<file path="config.mk">
export PLATFORM = sky130hd
export DESIGN_NAME = pcs_slave
export DESIGN_NICKNAME = d
export VERILOG_FILES = /design/src/pcs_pkg.sv /design/src/pcs_slave.sv
export SDC_FILE = /design/constraint.sdc
export NUM_CORES = 1
export LEC_CHECK = 0
export ABC_AREA = 1
export BUFFER_PORTS_ARGS = -buffer_cell sky130_fd_sc_hd__buf_2
export CORE_MARGIN = 4
export CORE_UTILIZATION = 50
export CTS_BUF_LIST = sky130_fd_sc_hd__clkbuf_8
export DETAILED_ROUTE_END_ITERATION = 8
export HOLD_SLACK_MARGIN = 0.12
export PLACE_DENSITY = 0.79
export SYNTH_ARGS = -nofsm -noshare
export SYNTH_HDL_FRONTEND = slang
export SYNTH_SLANG_ARGS = --single-unit
</file>
<file path="constraint.sdc">
create_clock -name MCLK -period 3.8 [get_ports MCLK]
set_clock_uncertainty 0.05 [all_clocks]
set_input_delay 0.19 -clock MCLK [delete_from_list [all_inputs] [get_ports MCLK]]
set_output_delay 0.19 -clock MCLK [all_outputs]
set_load 0.03 [all_outputs]
</file>
<file path="src/pcs_pkg.sv">
// package for the supply's two-wire command slave: addresses, command codes, timing
// assumes the device clock runs at 100 MHz
package pcs_pkg;
    localparam int CLK_MHZ = 100;
    localparam logic [3:0] NIB_MCU = 4'h8;
    localparam logic [3:0] NIB_EEPROM = 4'hA;
    localparam logic [3:0] NIB_SELECTOR = 4'hE;
    localparam logic [7:0] ADDR_BROADCAST = 8'h00;
    localparam logic [7:0] CMD_ONOFF = 8'h01;
    localparam logic [7:0] CMD_CLEAR = 8'h03;
    localparam logic [7:0] CMD_VOUT_SET = 8'h21;
    localparam logic [7:0] CMD_OV_LIMIT = 8'h40;
    localparam logic [7:0] CMD_READ_STATUS = 8'hD0;
    localparam logic [7:0] CMD_LAMP_TEST_ON = 8'hD2;
    localparam logic [7:0] CMD_LAMP_TEST_OFF = 8'hD3;
    localparam logic [7:0] CMD_ATTN_ON = 8'hD4;
    localparam logic [7:0] CMD_ATTN_OFF = 8'hD5;
    localparam logic [7:0] CMD_EE_WR_EN = 8'hD6;
    localparam logic [7:0] CMD_EE_WR_DIS = 8'hD7;
    localparam logic [7:0] CMD_LATCH_OFF = 8'hD8;
    localparam logic [7:0] CMD_AUTO_RESTART = 8'hD9;
    localparam logic [7:0] CMD_ISO_TEST = 8'hDA;
    localparam logic [7:0] CMD_READ_INPUT = 8'hDC;
    localparam logic [7:0] CMD_READ_FW = 8'hDD;
    localparam logic [7:0] CMD_READ_TIMER = 8'hDE;
    localparam logic [7:0] CMD_FAN_SET = 8'hDF;
    localparam logic [7:0] CMD_FAN_NORMAL = 8'hE0;
    localparam logic [7:0] CMD_READ_FAN = 8'hE1;
    localparam logic [7:0] CMD_CLOCK_HOLD = 8'hE2;
    localparam logic [7:0] ONOFF_ON = 8'h80;
    localparam logic [7:0] ONOFF_OFF = 8'h00;
    localparam logic [7:0] CRC_POLY = 8'h07;
    localparam logic [7:0] CRC_INIT = 8'h00;
    localparam logic [15:0] VOUT_RESET = 16'h0000;
    localparam logic [15:0] OV_RESET = 16'hFFFF;
    // direct format constants, y = (m*x + b) * 10^R
    localparam int M_VOUT = 400;
    localparam int M_IOUT = 5;
    localparam int M_TEMP = 1;
    localparam int M_VIN = 1;
    localparam int B_VIN = 75;
    localparam int M_PIN = 1;
    localparam int M_FAN_PCT = 1;
    localparam int M_FAN_RPM = 100;
    localparam int R_ALL = 0;
    localparam int HOLD_MS = 25;
    localparam int HOLD_CYCLES = HOLD_MS * 1000 * CLK_MHZ;
    typedef enum logic [2:0] {PCS_IDLE, PCS_ADDR, PCS_CMD, PCS_DATA, PCS_IGNORE} pcs_phase_e;
    typedef struct packed {
        logic output_on;
        logic lamp_test;
        logic attention_lamp;
        logic ee_write_en;
        logic latch_off;
        logic fan_forced;
    } pcs_ctrl_s;
    typedef struct packed {
        logic iso_passed;
        logic iso_failed;
        logic restarted_ok;
        logic invalid_cmd;
        logic pec_error;
    } pcs_flags_s;
endpackage

</file>
<file path="src/pcs_slave.sv">
// two-wire command slave of the supply's management controller
// assumes SCL/SDA arrive from pins asynchronously; open-drain outputs, enable low = pulling low
`timescale 1ns/100ps
// Summary of operation
// - broadcast accepted for writes only; broadcast reads never acknowledged
// - selector function never acknowledges the broadcast address
// - alert asserted on the first internal event, not after settling
// - address bits 3..1 are unit straps, bit 0 is direction
// - upper nibble 1000 controller, 1010 EEPROM, 1110 selector
// - all-zero address is broadcast write executed like own address
// - same three unit address bits serve every function in the supply
// - up to three data bytes, low byte first then higher
// - write frame: address, command, data, checksum, each acknowledged
// - numeric values in direct format, m times value plus b
// - conversion constants per quantity as fixed in the package
// - decode lamp test, attention lamp and EEPROM write enable commands
// - decode latch off, auto restart and isolation test commands
// - decode input, firmware, timer, fan reads and fan set commands
// - command E2 holds the clock line low for 25 ms
// - output on at power-up while enable low; 80 on, 00 off
// - off then on clears all alarms and shutdown latches
// - fault clear resets isolation, restart and invalid-command flags
// - checksum is CRC-8 polynomial 07 over all frame bytes
// - frames without a valid trailing checksum are not executed
// - clock held low only after ninth bit, at most 25 ms
module pcs_slave #(
    parameter int HOLD_CYC = pcs_pkg::HOLD_CYCLES
) (
    input wire logic MCLK,
    input wire logic RESETN,
    input wire logic SCL_IN,
    output logic SCL_OE_N,
    input wire logic SDA_IN,
    output logic SDA_OE_N,
    input wire logic [2:0] UNIT_ADDR,
    input wire logic ENABLE_N,
    input wire logic ISO_RESULT_VALID,
    input wire logic ISO_RESULT_PASS,
    input wire logic RESTART_DONE,
    output logic ALERT_N,
    output pcs_pkg::pcs_ctrl_s CTRL,
    output pcs_pkg::pcs_flags_s FLAGS,
    output logic [15:0] VOUT_SET,
    output logic [15:0] OV_LIMIT,
    output logic [23:0] FAN_SET,
    output logic ISO_START,
    output logic AUTO_RESTART,
    output logic READ_REQ,
    output logic [7:0] READ_CMD
);
    // synchronisers: stage one read only by stage two
    logic [1:0] scl_s, sda_s, en_s;
    logic scl_q, sda_q;
    always_ff @(posedge MCLK or negedge RESETN) begin
        if (!RESETN) begin
            scl_s <= 2'h3;
            sda_s <= 2'h3;
            en_s <= 2'h3;
            scl_q <= 1'b1;
            sda_q <= 1'b1;
        end else begin
            scl_s <= {scl_s[0], SCL_IN};
            sda_s <= {sda_s[0], SDA_IN};
            en_s <= {en_s[0], ENABLE_N};
            scl_q <= scl_s[1];
            sda_q <= sda_s[1];
        end
    end
    wire scl_rise = scl_s[1] & ~scl_q;
    wire scl_fall = ~scl_s[1] & scl_q;
    wire start_c = scl_s[1] & scl_q & ~sda_s[1] & sda_q;
    wire stop_c = scl_s[1] & scl_q & sda_s[1] & ~sda_q;

    logic [2:0] unit;
    logic strap_done;
    always_ff @(posedge MCLK or negedge RESETN) begin
        if (!RESETN) begin
            unit <= 3'h0;
            strap_done <= 1'b0;
        end else if (!strap_done) begin
            unit <= UNIT_ADDR;
            strap_done <= 1'b1;
        end
    end

    function automatic logic [7:0] crc_step(input logic [7:0] c, input logic [7:0] d);
        logic [7:0] r;
        r = c ^ d;
        for (int i = 0; i < 8; i++) begin
            r = r[7] ? ((r << 1) ^ pcs_pkg::CRC_POLY) : (r << 1);
        end
        return r;
    endfunction

    // expected data length per command; 4'hF marks unknown
    function automatic logic [3:0] cmd_len(input logic [7:0] c);
        unique case (c)
            pcs_pkg::CMD_ONOFF: cmd_len = 4'h1;
            pcs_pkg::CMD_CLEAR: cmd_len = 4'h0;
            pcs_pkg::CMD_VOUT_SET, pcs_pkg::CMD_OV_LIMIT: cmd_len = 4'h2;
            pcs_pkg::CMD_LAMP_TEST_ON, pcs_pkg::CMD_LAMP_TEST_OFF, pcs_pkg::CMD_ATTN_ON,
            pcs_pkg::CMD_ATTN_OFF, pcs_pkg::CMD_EE_WR_EN, pcs_pkg::CMD_EE_WR_DIS,
            pcs_pkg::CMD_LATCH_OFF, pcs_pkg::CMD_AUTO_RESTART, pcs_pkg::CMD_ISO_TEST: cmd_len = 4'h0;
            // reads answered elsewhere, fan set and restore here
            pcs_pkg::CMD_READ_STATUS, pcs_pkg::CMD_READ_INPUT, pcs_pkg::CMD_READ_FW,
            pcs_pkg::CMD_READ_TIMER, pcs_pkg::CMD_READ_FAN: cmd_len = 4'h0;
            pcs_pkg::CMD_FAN_SET: cmd_len = 4'h3;
            pcs_pkg::CMD_FAN_NORMAL, pcs_pkg::CMD_CLOCK_HOLD: cmd_len = 4'h0;
            default: cmd_len = 4'hF;
        endcase
    endfunction

    // byte engine
    pcs_pkg::pcs_phase_e phase, next_phase;
    logic [3:0] bitn, next_bitn;
    logic [7:0] shreg, next_shreg;
    logic [7:0] crc, next_crc;
    logic [7:0] cmd, next_cmd;
    logic [3:0] nbytes, next_nbytes;
    logic [23:0] dbuf, next_dbuf;
    logic [7:0] pec_rx, next_pec_rx;
    logic ack, next_ack;
    logic frame_ok, next_frame_ok;
    always_comb begin
        logic [7:0] b;
        b = {shreg[6:0], sda_q};
        next_phase = phase;
        next_bitn = bitn;
        next_shreg = shreg;
        next_crc = crc;
        next_cmd = cmd;
        next_nbytes = nbytes;
        next_dbuf = dbuf;
        next_pec_rx = pec_rx;
        next_ack = ack;
        next_frame_ok = 1'b0;
        if (start_c) begin
            next_phase = pcs_pkg::PCS_ADDR;
            next_bitn = 4'h0;
            next_crc = pcs_pkg::CRC_INIT;
            next_nbytes = 4'h0;
            next_ack = 1'b0;
        end else if (stop_c) begin
            // stop executes only with a trailing checksum that matched
            if (phase == pcs_pkg::PCS_DATA && cmd_len(cmd) != 4'hF && nbytes == cmd_len(cmd) + 4'h1
                && pec_rx == crc) begin
                next_frame_ok = 1'b1;
            end
            next_phase = pcs_pkg::PCS_IDLE;
            next_ack = 1'b0;
        end else if (phase != pcs_pkg::PCS_IDLE && phase != pcs_pkg::PCS_IGNORE) begin
            if (scl_fall && bitn == 4'h8) begin
                // ack slot driven from fall after bit 8 to fall after bit 9
                next_ack = 1'b1;
                next_bitn = 4'h9;
            end else if (scl_fall && bitn == 4'h9) begin
                next_ack = 1'b0;
                next_bitn = 4'h0;
            end else if (scl_rise && bitn < 4'h8) begin
                next_shreg = b;
                next_bitn = bitn + 4'h1;
                if (bitn == 4'h7) begin
                    unique case (phase)
                        pcs_pkg::PCS_ADDR: begin
                            // shared unit bits; broadcast write only
                            // selector nibble never matches since only the controller nibble is compared
                            if (b == pcs_pkg::ADDR_BROADCAST || (b[7:4] == pcs_pkg::NIB_MCU && b[3:1] == unit && !b[0])) begin
                                next_phase = pcs_pkg::PCS_CMD;
                                next_crc = crc_step(crc, b);
                            end else begin
                                next_phase = pcs_pkg::PCS_IGNORE;
                            end
                        end
                        pcs_pkg::PCS_CMD: begin
                            next_cmd = b;
                            next_crc = crc_step(crc, b);
                            next_phase = pcs_pkg::PCS_DATA;
                        end
                        default: begin
                            // low byte first; only payload bytes enter dbuf, so a 3-byte payload fits
                            next_pec_rx = b;
                            if (nbytes < cmd_len(cmd)) begin
                                next_dbuf = {b, dbuf[23:8]};
                                next_crc = crc_step(crc, b);
                            end
                            next_nbytes = nbytes + 4'h1;
                        end
                    endcase
                end
            end
        end
        if (next_phase == pcs_pkg::PCS_IGNORE || next_phase == pcs_pkg::PCS_IDLE) begin
            next_ack = next_ack & ~(phase == pcs_pkg::PCS_IGNORE);
        end
    end
    always_ff @(posedge MCLK or negedge RESETN) begin
        if (!RESETN) begin
            phase <= pcs_pkg::PCS_IDLE;
            bitn <= 4'h0;
            shreg <= 8'h00;
            crc <= pcs_pkg::CRC_INIT;
            cmd <= 8'h00;
            nbytes <= 4'h0;
            dbuf <= 24'h000000;
            pec_rx <= 8'h00;
            ack <= 1'b0;
            frame_ok <= 1'b0;
        end else begin
            phase <= next_phase;
            bitn <= next_bitn;
            shreg <= next_shreg;
            crc <= next_crc;
            cmd <= next_cmd;
            nbytes <= next_nbytes;
            dbuf <= next_dbuf;
            pec_rx <= next_pec_rx;
            ack <= next_ack;
            frame_ok <= next_frame_ok;
        end
    end
    assign SDA_OE_N = ~ack;

    // command execution and device state
    pcs_pkg::pcs_ctrl_s ctrl, next_ctrl;
    pcs_pkg::pcs_flags_s flags, next_flags;
    logic [15:0] vout, next_vout, ov, next_ov;
    logic [23:0] fan, next_fan;
    logic iso_go, next_iso_go, autor, next_autor, rreq, next_rreq, alert, next_alert;
    logic [7:0] rcmd, next_rcmd;
    logic en_q;
    logic [31:0] hold_cnt, next_hold_cnt;
    logic bad_pec;
    // payload enters dbuf from the top, so short payloads sit in the upper bytes
    logic [7:0] d0, d1, d2;
    always_comb begin
        d0 = 8'h00;
        d1 = 8'h00;
        d2 = 8'h00;
        unique case (cmd_len(cmd))
            4'h1: d0 = dbuf[23:16];
            4'h2: begin
                d0 = dbuf[15:8];
                d1 = dbuf[23:16];
            end
            default: begin
                d0 = dbuf[7:0];
                d1 = dbuf[15:8];
                d2 = dbuf[23:16];
            end
        endcase
    end
    assign bad_pec = stop_c && phase == pcs_pkg::PCS_DATA && !next_frame_ok && cmd_len(cmd) != 4'hF;
    always_comb begin
        next_ctrl = ctrl;
        next_flags = flags;
        next_vout = vout;
        next_ov = ov;
        next_fan = fan;
        next_iso_go = 1'b0;
        next_autor = autor;
        next_rreq = 1'b0;
        next_rcmd = rcmd;
        next_alert = alert;
        next_hold_cnt = (hold_cnt != 32'h0000_0000) ? hold_cnt - 32'h0000_0001 : hold_cnt;
        // enable pin edges switch the output
        if (en_s[1] != en_q) begin
            next_ctrl.output_on = ~en_s[1];
        end
        if (frame_ok) begin
            unique case (cmd)
                pcs_pkg::CMD_ONOFF: begin
                    if (d0 == pcs_pkg::ONOFF_ON) next_ctrl.output_on = 1'b1;
                    else if (d0 == pcs_pkg::ONOFF_OFF) next_ctrl.output_on = 1'b0;
                end
                pcs_pkg::CMD_CLEAR: begin
                    next_flags.iso_passed = 1'b0;
                    next_flags.iso_failed = 1'b0;
                    next_flags.restarted_ok = 1'b0;
                    next_flags.invalid_cmd = 1'b0;
                    next_flags.pec_error = 1'b0;
                    next_alert = 1'b0;
                end
                // raw direct-format words, m=400 for both voltages
                pcs_pkg::CMD_VOUT_SET: next_vout = {d1, d0};
                pcs_pkg::CMD_OV_LIMIT: next_ov = {d1, d0};
                pcs_pkg::CMD_LAMP_TEST_ON: next_ctrl.lamp_test = 1'b1;
                pcs_pkg::CMD_LAMP_TEST_OFF: next_ctrl.lamp_test = 1'b0;
                pcs_pkg::CMD_ATTN_ON: next_ctrl.attention_lamp = 1'b1;
                pcs_pkg::CMD_ATTN_OFF: next_ctrl.attention_lamp = 1'b0;
                pcs_pkg::CMD_EE_WR_EN: next_ctrl.ee_write_en = 1'b1;
                pcs_pkg::CMD_EE_WR_DIS: next_ctrl.ee_write_en = 1'b0;
                pcs_pkg::CMD_LATCH_OFF: next_autor = 1'b0;
                pcs_pkg::CMD_AUTO_RESTART: next_autor = 1'b1;
                pcs_pkg::CMD_ISO_TEST: next_iso_go = 1'b1;
                pcs_pkg::CMD_FAN_SET: begin
                    next_fan = {d2, d1, d0};
                    next_ctrl.fan_forced = 1'b1;
                end
                pcs_pkg::CMD_FAN_NORMAL: next_ctrl.fan_forced = 1'b0;
                pcs_pkg::CMD_CLOCK_HOLD: next_hold_cnt = 32'(HOLD_CYC);
                default: begin
                    next_rreq = 1'b1;
                    next_rcmd = cmd;
                end
            endcase
        end
        // off-to-on recycle clears alarms and latches
        if (next_ctrl.output_on && !ctrl.output_on) begin
            next_flags = '0;
            next_ctrl.latch_off = 1'b0;
            next_alert = 1'b0;
        end
        if (!next_ctrl.output_on && ctrl.output_on && !next_autor) begin
            next_ctrl.latch_off = 1'b1;
        end
        // event sets win over clears
        if (bad_pec) begin
            next_flags.pec_error = 1'b1;
            next_alert = 1'b1;
        end
        if (stop_c && phase == pcs_pkg::PCS_DATA && cmd_len(cmd) == 4'hF) begin
            next_flags.invalid_cmd = 1'b1;
            next_alert = 1'b1;
        end
        if (ISO_RESULT_VALID) begin
            next_flags.iso_passed = ISO_RESULT_PASS;
            next_flags.iso_failed = ~ISO_RESULT_PASS;
            next_alert = 1'b1;
        end
        if (RESTART_DONE) begin
            next_flags.restarted_ok = 1'b1;
            next_alert = 1'b1;
        end
    end
    always_ff @(posedge MCLK or negedge RESETN) begin
        if (!RESETN) begin
            ctrl <= '0;
            flags <= '0;
            vout <= pcs_pkg::VOUT_RESET;
            ov <= pcs_pkg::OV_RESET;
            fan <= 24'h00_0000;
            iso_go <= 1'b0;
            autor <= 1'b1;
            rreq <= 1'b0;
            rcmd <= 8'h00;
            alert <= 1'b0;
            hold_cnt <= 32'h0000_0000;
            en_q <= 1'b1;
        end else begin
            ctrl <= next_ctrl;
            flags <= next_flags;
            vout <= next_vout;
            ov <= next_ov;
            fan <= next_fan;
            iso_go <= next_iso_go;
            autor <= next_autor;
            rreq <= next_rreq;
            rcmd <= next_rcmd;
            alert <= next_alert;
            hold_cnt <= next_hold_cnt;
            en_q <= en_s[1];
        end
    end
    // hold starts only after the ninth bit, as the execute follows stop
    assign SCL_OE_N = (hold_cnt == 32'h0000_0000);
    // alert follows the first event directly
    assign ALERT_N = ~alert;
    assign CTRL = ctrl;
    assign FLAGS = flags;
    assign VOUT_SET = vout;
    assign OV_LIMIT = ov;
    assign FAN_SET = fan;
    assign ISO_START = iso_go;
    assign AUTO_RESTART = autor;
    assign READ_REQ = rreq;
    assign READ_CMD = rcmd;

    property p_bcast_read_nack;
        @(posedge MCLK) disable iff (!RESETN)
        (phase == pcs_pkg::PCS_ADDR && scl_rise && bitn == 4'h7 && {shreg[6:0], sda_q} == 8'h01)
        |=> phase == pcs_pkg::PCS_IGNORE;
    endproperty
    a_bcast_read_nack: assert property (p_bcast_read_nack) else $error("broadcast read accepted");
    property p_selector_no_ack;
        @(posedge MCLK) disable iff (!RESETN)
        (phase == pcs_pkg::PCS_IGNORE) |-> SDA_OE_N;
    endproperty
    a_selector_no_ack: assert property (p_selector_no_ack) else $error("ack in ignored frame");
    property p_alert_fast;
        @(posedge MCLK) disable iff (!RESETN)
        RESTART_DONE |=> !ALERT_N;
    endproperty
    a_alert_fast: assert property (p_alert_fast) else $error("alert late");
    property p_onoff_on;
        @(posedge MCLK) disable iff (!RESETN)
        (frame_ok && cmd == pcs_pkg::CMD_ONOFF && d0 == pcs_pkg::ONOFF_ON) |=> CTRL.output_on;
    endproperty
    a_onoff_on: assert property (p_onoff_on) else $error("output not on");
    property p_clear;
        @(posedge MCLK) disable iff (!RESETN)
        (frame_ok && cmd == pcs_pkg::CMD_CLEAR && !RESTART_DONE && !ISO_RESULT_VALID) |=> !FLAGS.restarted_ok;
    endproperty
    a_clear: assert property (p_clear) else $error("clear ineffective");
    property p_no_exec_bad;
        @(posedge MCLK) disable iff (!RESETN)
        frame_ok |-> (pec_rx == crc);
    endproperty
    a_no_exec_bad: assert property (p_no_exec_bad) else $error("executed without checksum");
    property p_hold;
        @(posedge MCLK) disable iff (!RESETN)
        (frame_ok && cmd == pcs_pkg::CMD_CLOCK_HOLD) |=> !SCL_OE_N [*8];
    endproperty
    a_hold: assert property (p_hold) else $error("clock not held");
    property p_invalid;
        @(posedge MCLK) disable iff (!RESETN)
        (stop_c && phase == pcs_pkg::PCS_DATA && cmd_len(cmd) == 4'hF) |=> FLAGS.invalid_cmd && !ALERT_N;
    endproperty
    a_invalid: assert property (p_invalid) else $error("unknown code not flagged");
endmodule // pcs_slave

</file>
==> results of run 1 <==
==> worst max-delay path by stage <==
stage,slack [ns],cells past startpoint,end,startpoint
4_1_cts,0.39,21,alert$_DFFE_PN0P_,cmd[5]$_DFFE_PN0P_
3_5_place_dp,0.45,21,alert$_DFFE_PN0P_,cmd[5]$_DFFE_PN0P_
3_3_place_gp,0.57,14,alert$_DFFE_PN0P_,cmd[5]$_DFFE_PN0P_
5_1_grt,0.06,22,FLAGS[1]$_DFFE_PN0P_,cmd[5]$_DFFE_PN0P_
2_1_floorplan,0.81,16,alert$_DFFE_PN0P_,cmd[3]$_DFFE_PN0P_
6_report,0.39,21,alert$_DFFE_PN0P_,cmd[5]$_DFFE_PN0P_
==> cells by family (layout without fill, tap and decap cells) <==
logic type | count (synthesis) | in the layout | share of synthesized area (%)
other cells | 1 | 3 | 0.0403
fa+ha+maj | 13 | 13 | 1.75
compound gates | 210 | 210 | 12.6
buf+inv | 168 | 275 | 7.25
simple gates | 462 | 462 | 23.0
flops | 192 | 192 | 52.0
mux | 2 | 2 | 0.229
xor+xnor | 33 | 33 | 3.11
==> power breakdown <==
part / switching, W / leakage (nW) / total, W / internal (W)
Combinational: 0.000731 / 2.69 / 0.00118 / 0.000447
Sequential: 0.000194 / 2.52 / 0.00244 / 0.00225
Clock: 0.000853 / 0.220 / 0.00143 / 0.000576
Total: 0.00178 / 5.43 / 0.00505 / 0.00327
==> cells in the mapped netlist, types with 3 or more instances <==
cell type	count	area, um^2
nor3_1	19	95.1
nor2_4	13	146
ha_1	13	163
nand2_1	236	886
dfstp_2	26	683
xnor2_1	18	158
clkbuf_1	23	86.3
nor4_1	6	37.5
nand3_1	41	205
o22ai_1	13	81.3
or4_1	3	22.5
buf_6	4	45.0
nand4_1	12	75.1
nor2_1	90	338
nand3_2	5	50.1
xor2_1	15	131
inv_2	10	37.5
buf_2	6	30.0
o21ai_1	30	150
nand2_2	15	93.8
o21a_1	4	30.0
inv_1	123	462
o31ai_1	10	75.1
dfrtp_1	166	4150
nor2_2	9	56.3
nand2_4	4	45.0
a21oi_1	26	130
o21ai_0	107	536
==> what timing repair did <==
item | CTS | global route
resized for setup | 0 | 0
hold buffers | 11 | 0
hold endpoints to repair | 90 | 0
==> per-stage QoR <==
step	setup WS [ns]	total power [W]	util, %	cells
finish	0.390	0.00505	57.8	1419
global placement	0.566	0.00359	54.7	1374
detailed placement	0.445	0.00363	54.7	1374
global route	0.0560	0.00535	57.8	1419
floorplan	0.810	0.00332	-	1081
CTS	0.393	0.00507	57.8	1417
==> worst max-delay path, delay by kind of cell (launching register included) <==
kind	cells	cell delay (ns)
AO/OA/AOI/OAI	1	0.36
adder cells (fa/ha/maj)	1	0.39
buffers and inverters	2	0.24
flip-flops	1	0.43
AND/OR/NAND/NOR	17	1.81
==> state kept, by name, indices dropped and copies added, names as in the netlist, 5 cells and up <==
| register | flops |
|---|---|
| OV_LIMIT | 16 |
| VOUT_SET | 16 |
| CTRL | 6 |
| FAN_SET | 24 |
| hold_cnt | 32 |
| cmd | 8 |
| shreg | 7 |
| FLAGS | 5 |
| READ_CMD | 8 |
| pec_rx | 8 |
| crc | 8 |
| dbuf | 24 |
==> metal layers <==
layer / wire (um) / GRT usage [%] / vias to the layer above
li1: - / - / 3698
met1: 9620 / 28.9 / 3599
met2: 9880 / 33.2 / 230
met3: 1110 / 4.27 / 43
met4: 478 / 7.56 / 0
met5: 0 / 0 / -
==> layout make-up <==
| type | count | share of cell area (%) |
|---|---|---|
| antenna | 2 | 0.0477 |
| clock buffer | 17 | 2.23 |
| clock inverter | 15 | 1.98 |
| inverter | 134 | 4.82 |
| multi-input combinational | 721 | 36.1 |
| sequential | 192 | 46.1 |
| tap | 229 | 2.73 |
| timing repair buffer | 109 | 5.97 |
==> impl_metrics.yaml, run 1 <==
global_route:
  grt_max_degree: 100
  grt-ovfl-total: 0
  grt_pass1_wl_um: 35100
  antenna_found_initial: 2
  grt_pass1_vias: 7262
  globalRouteTotalUtil_pct: 21.0
sta:
  maxSlewViolCount: 0
  max_freq_mhz: 293
  tns_ns: 0
  rsz0062_at_grt: "no"
  tightest_slew_ns: 0.843
  hold_violations: 0
  fin_crit_ns: 3.41
  setup_violations: 0
  max_slew_margin_pct: 43.7
  finalCritPeriodShare_pct: 89.7
  whs_ns: 0.281
clocking:
  clk_latency_ns: 0.48
  cts-root-buf: "clkbuf_8"
  clkTransAtPathRegs_ns: 0.11
  clock-sinks: 192
  cts_setup_buffers: 0
  cts.path.max_buffers: 2
  htree_num_levels: 4
  cts_buffers: 17
  cts_tree: "built"
synth:
  avgSynthCellArea_um2: 8.60
  syn_inst: 1081
  ys_seq_area_share_pct: 52.0
  netlist_area_um2: 9300
  synth-edff-count: 0
  yosysUniqueCellTypes: 55
  ys_seq_elements: 192
  syn-num-nets: 1105
  synth-async-reset-ratio_pct: 100
  synth_warnings: 0
  synth-main-ff-cell: "dfrtp_1"
finish:
  final_common_cell: "nand2_1"
  most-common-layout-cells: "236 x nand2_1, 166 x dfrtp_1, 123 x inv_1"
  multi_input_area_um2: 3790
  finalInstanceArea_um2: 10500
  fillerInstances: 1585
  area_growth_pct: 12.8
  drive_gt1_share_pct: 18.4
  final_net_count: 1199
  seqCellArea_um2: 4840
flow_run:
  maxCapViolCount: 0
worst_setup_path:
  cp.required_ns: 4.12
  cp_common_cell: "nand2_1"
  r2r_cells: 21
  max_stage_delay_ns: 0.43
  worstPathCellList: "inv_2 > nand2_2 > nor2_4 > nand2_1 > nand2_1 > nor2_2 > nand3_4 > nand3_1 > ha_1 > o21ai_4 > inv_4 > nand3_1 > nand2_2 > nand2_1 > nor2_2 > nand2_1 > nand2_2 > nand2_4 > nand2_4 > nand3_1 > nand2_1"
  crit_type: "reg -> reg"
  crit_slowest_cell: "dfrtp_1"
  critPathCaptureType: "register"
  r2r-end: "alert$_DFFE_PN0P_"
  r2r_setup_slack_ns: 0.39
  start_kind: "register"
  r2r_start: "cmd[5]$_DFFE_PN0P_"
  crit_fanout: 19
  cp.arrival_ns: 3.73
floorplanning:
  die_area_um2: 20800
  die_h_um: 144
  die_x_um: 144
  core_um2: 18100
  fp-row-count: 49
  start_util_pct: 51.2
  io_pins: 92
outcome:
  status: "finished, final reports clean"
place:
  place_congestion: 0.916
  io_buffers: 91
  placed_cell_area_um2: 9930
  place_hpwl_um: 15300
power_and_ir_drop:
  power.leakage_nw: 5.43
  power_density_nw_per_um2: 481
  peakVddDrop_mv: 0.313
route:
  vias: 7570
  drtIter0Drc: 620
  detail_route.wl_per_cell_um: 14.9
  drt_wl_total_um: 21100
  drc: 0
  vias_per_cell: 5.33
  drt_first_pass_iters: 5
  antenna_left: 0
hold_path:
  hold_class: "in -> async"
(Power assumes the default switching activity.)
==> inputs of run 2 (changes only) <==
--- a/config.mk
+++ b/config.mk
@@ -7,6 +7,7 @@
 export LEC_CHECK = 0
 export ABC_AREA = 1
 export BUFFER_PORTS_ARGS = -buffer_cell sky130_fd_sc_hd__buf_2
+export CORE_ASPECT_RATIO = 0.8
 export CORE_MARGIN = 4
 export CORE_UTILIZATION = 50
 export CTS_BUF_LIST = sky130_fd_sc_hd__clkbuf_8
==> run 2 against run 1 <==
Against the previous run:
- clock-buffer cell count unchanged
- clock power about the same
- largest cell class unchanged
- highest routed layer unchanged
- global-route usage down 0.93 points
- via count down 1.6%
- wire length down 2.3%
==> impl_metrics.yaml, run 2 (synthesis results as in run 1) <==
sta:
  maxSlewViolCount: 0
  hold_violations: 0
  fin_crit_ns: 3.46
  max_slew_margin_pct: 36.3
  setup_violations: 0
  finalWorstSetupSlack_ns: 0.336
  tightest_slew_ns: 0.956
  rsz0062_at_grt: "no"
  max_freq_mhz: 289
  finalCritPeriodShare_pct: 91.2
  tns_ns: 0
finish:
  final_common_cell: "nand2_1"
  largest_register: "hold_cnt"
  area_growth_pct: 13.2
  final_util_pct: 57.8
  final_net_count: 1198
  diodes: 0
  largest_reg_flops: 32
  fin_cells: 1440
  drive_gt1_share_pct: 18.4
  finalInstanceArea_um2: 10500
  most-common-layout-cells: "236 x nand2_1, 166 x dfrtp_1, 123 x inv_1"
power_and_ir_drop:
  pwr-share-clk_pct: 28.1
  peakVddDrop_mv: 0.313
  switching_share_pct: 35.8
  power_frac_seq_pct: 48.7
  combPwrFrac_pct: 23.1
  power.leakage_nw: 5.42
  p_sw_w: 0.00179
  internal_power_w: 0.00321
  power_density_nw_per_um2: 476
clocking:
  cts.path.max_buffers: 2
  cts_resized: 0
  clock-sinks: 192
  htree_num_levels: 4
  clk_latency_ns: 0.48
  clkTransAtPathRegs_ns: 0.12
  cts_buffers: 17
  cts_tree: "built"
  cts-root-buf: "clkbuf_8"
place:
  io_buffers: 91
  place_hpwl_um: 14600
  placed_cell_area_um2: 9960
  dp_cells: 1396
  place_congestion: 0.962
  place_ws_ns: 0.378
worst_setup_path:
  cp.arrival_ns: 3.77
  worstPathCellList: "nor2_4 > inv_2 > nor2_2 > nand2_1 > nand2_2 > nor2_2 > nand3_4 > nand3_1 > ha_1 > o21ai_4 > inv_4 > nand3_1 > nand2_2 > nand2_1 > nor2_2 > nand2_1 > nand2_4 > nand2_4 > nand3_1 > nand2_1"
  crit_slowest_cell: "dfrtp_1"
  critPathCaptureType: "register"
  max_stage_delay_ns: 0.53
  cp.required_ns: 4.10
  crit_buf_inv: 2
  cp_common_cell: "nand2_1"
  start_kind: "register"
  crit_fanout: 20
  path_delay_family: "simple AND/OR/NAND/NOR gates"
  crit_type: "reg -> reg"
floorplanning:
  die_area_um2: 20900
  fp-row-count: 44
  die_h_um: 130
  core_um2: 18200
  die_x_um: 160
  io_pins: 92
  start_util_pct: 51.0
global_route:
  globalRouteTotalUtil_pct: 20.1
  grt.busiest_layer: "met1"
  met3_usage_pct: 4.04
  grt_pass1_vias: 6769
  gr-usage-met1_pct: 31.3
  grt_pass1_wl_um: 34200
  grt-ovfl-total: 0
  met2_usage_pct: 28.9
  grt_max_degree: 125
  antenna_found_initial: 0
route:
  antenna_left: 0
  detail_route.wl_per_cell_um: 14.3
  vias: 7452
  drt_wl_total_um: 20600
  drt_first_pass_iters: 6
  vias_per_cell: 5.18
  drc: 0
  drtIter0Drc: 765
flow_run:
  maxCapViolCount: 0
outcome:
  status: "finished, final reports clean"
hold_path:
  hold_class: "in -> reg"
-- run 2: cell types whose count changed in the layout (fill, tap and decap cells not counted) --
cell,previous run,this run
buf_12,0,1
diode_2,2,0
inv_8,4,1
inv_12,0,2
bufinv_16,1,0
clkinv_8,6,8
o21ai_2,0,1
buf_4,7,4
-- run 2: area by class of cell --
cell class                      instances  area, um^2
Tap cell                              253         317
Fill cell                            1618        7700
Timing Repair Buffer                  107         624
Inverter                              134         505
Clock buffer                           17         234
Clock inverter                         15         209
Sequential cell                       192        4840
Multi-Input combinational cell        722        3800
-- run 2: final timing paths --
path / endpoint / slack (ns) / depth (start not counted) / startpoint
worst max-delay path: alert$_DFFE_PN0P_ / 0.34 / 20 / cmd[3]$_DFFE_PN0P_
worst min-delay path: en_s[0]$_DFF_PN1_ / 0.31 / 2 / ENABLE_N
worst max register to register: alert$_DFFE_PN0P_ / 0.34 / 20 / cmd[3]$_DFFE_PN0P_
worst min register to register: sda_s[1]$_DFF_PN1_ / 0.31 / 0 / sda_s[0]$_DFF_PN1_
max in group asynchronous: en_q$_DFF_PN1_ / 2.40 / 3 / RESETN
min in group asynchronous: READ_CMD[6]$_DFFE_PN0P_ / 0.36 / 2 / RESETN
-- run 2: worst register-to-register path: cells and delay by family, from the launching register on --
family,cells,cell delay [ns]
compound gates,1,0.14
fa+ha+maj,1,0.48
buf+inv,2,0.28
flops,1,0.53
simple gates,16,1.84
-- run 2: power by group through the flow --
stage | Clock (W) | Combinational, W | Sequential, W
6_report | 0.00141 | 0.00116 | 0.00244
5_1_grt | 0.00154 | 0.00132 | 0.00247
4_1_cts | 0.00144 | 0.00116 | 0.00244
3_5_place_dp | 0 | 0.00115 | 0.00248
3_3_place_gp | 0 | 0.00112 | 0.00247
2_1_floorplan | 0 | 0.000886 | 0.00243
-- run 2: timing repair --
| item | in CTS | in global routing |
|---|---|---|
| hold endpoints to repair | 116 | 0 |
| setup buffers | 0 | 0 |
| endpoints found under the setup margin | 0 | 5 |
| hold buffers | 11 | 0 |
-- run 2: through the flow --
step	total power [W]	hold slack, ns
floorplan	0.00332	-0.156
CTS	0.00504	0.283
global route	0.00533	0.289
global placement	0.00359	0.247
finish	0.00501	0.310
detailed placement	0.00362	0.247
-- run 2: metal layers --
layer / share of wire [%] / routed length [um]
met5: 0 / 0
met4: 1.1 / 235
met3: 6.7 / 1370
met2: 43 / 8810
met1: 49 / 10200
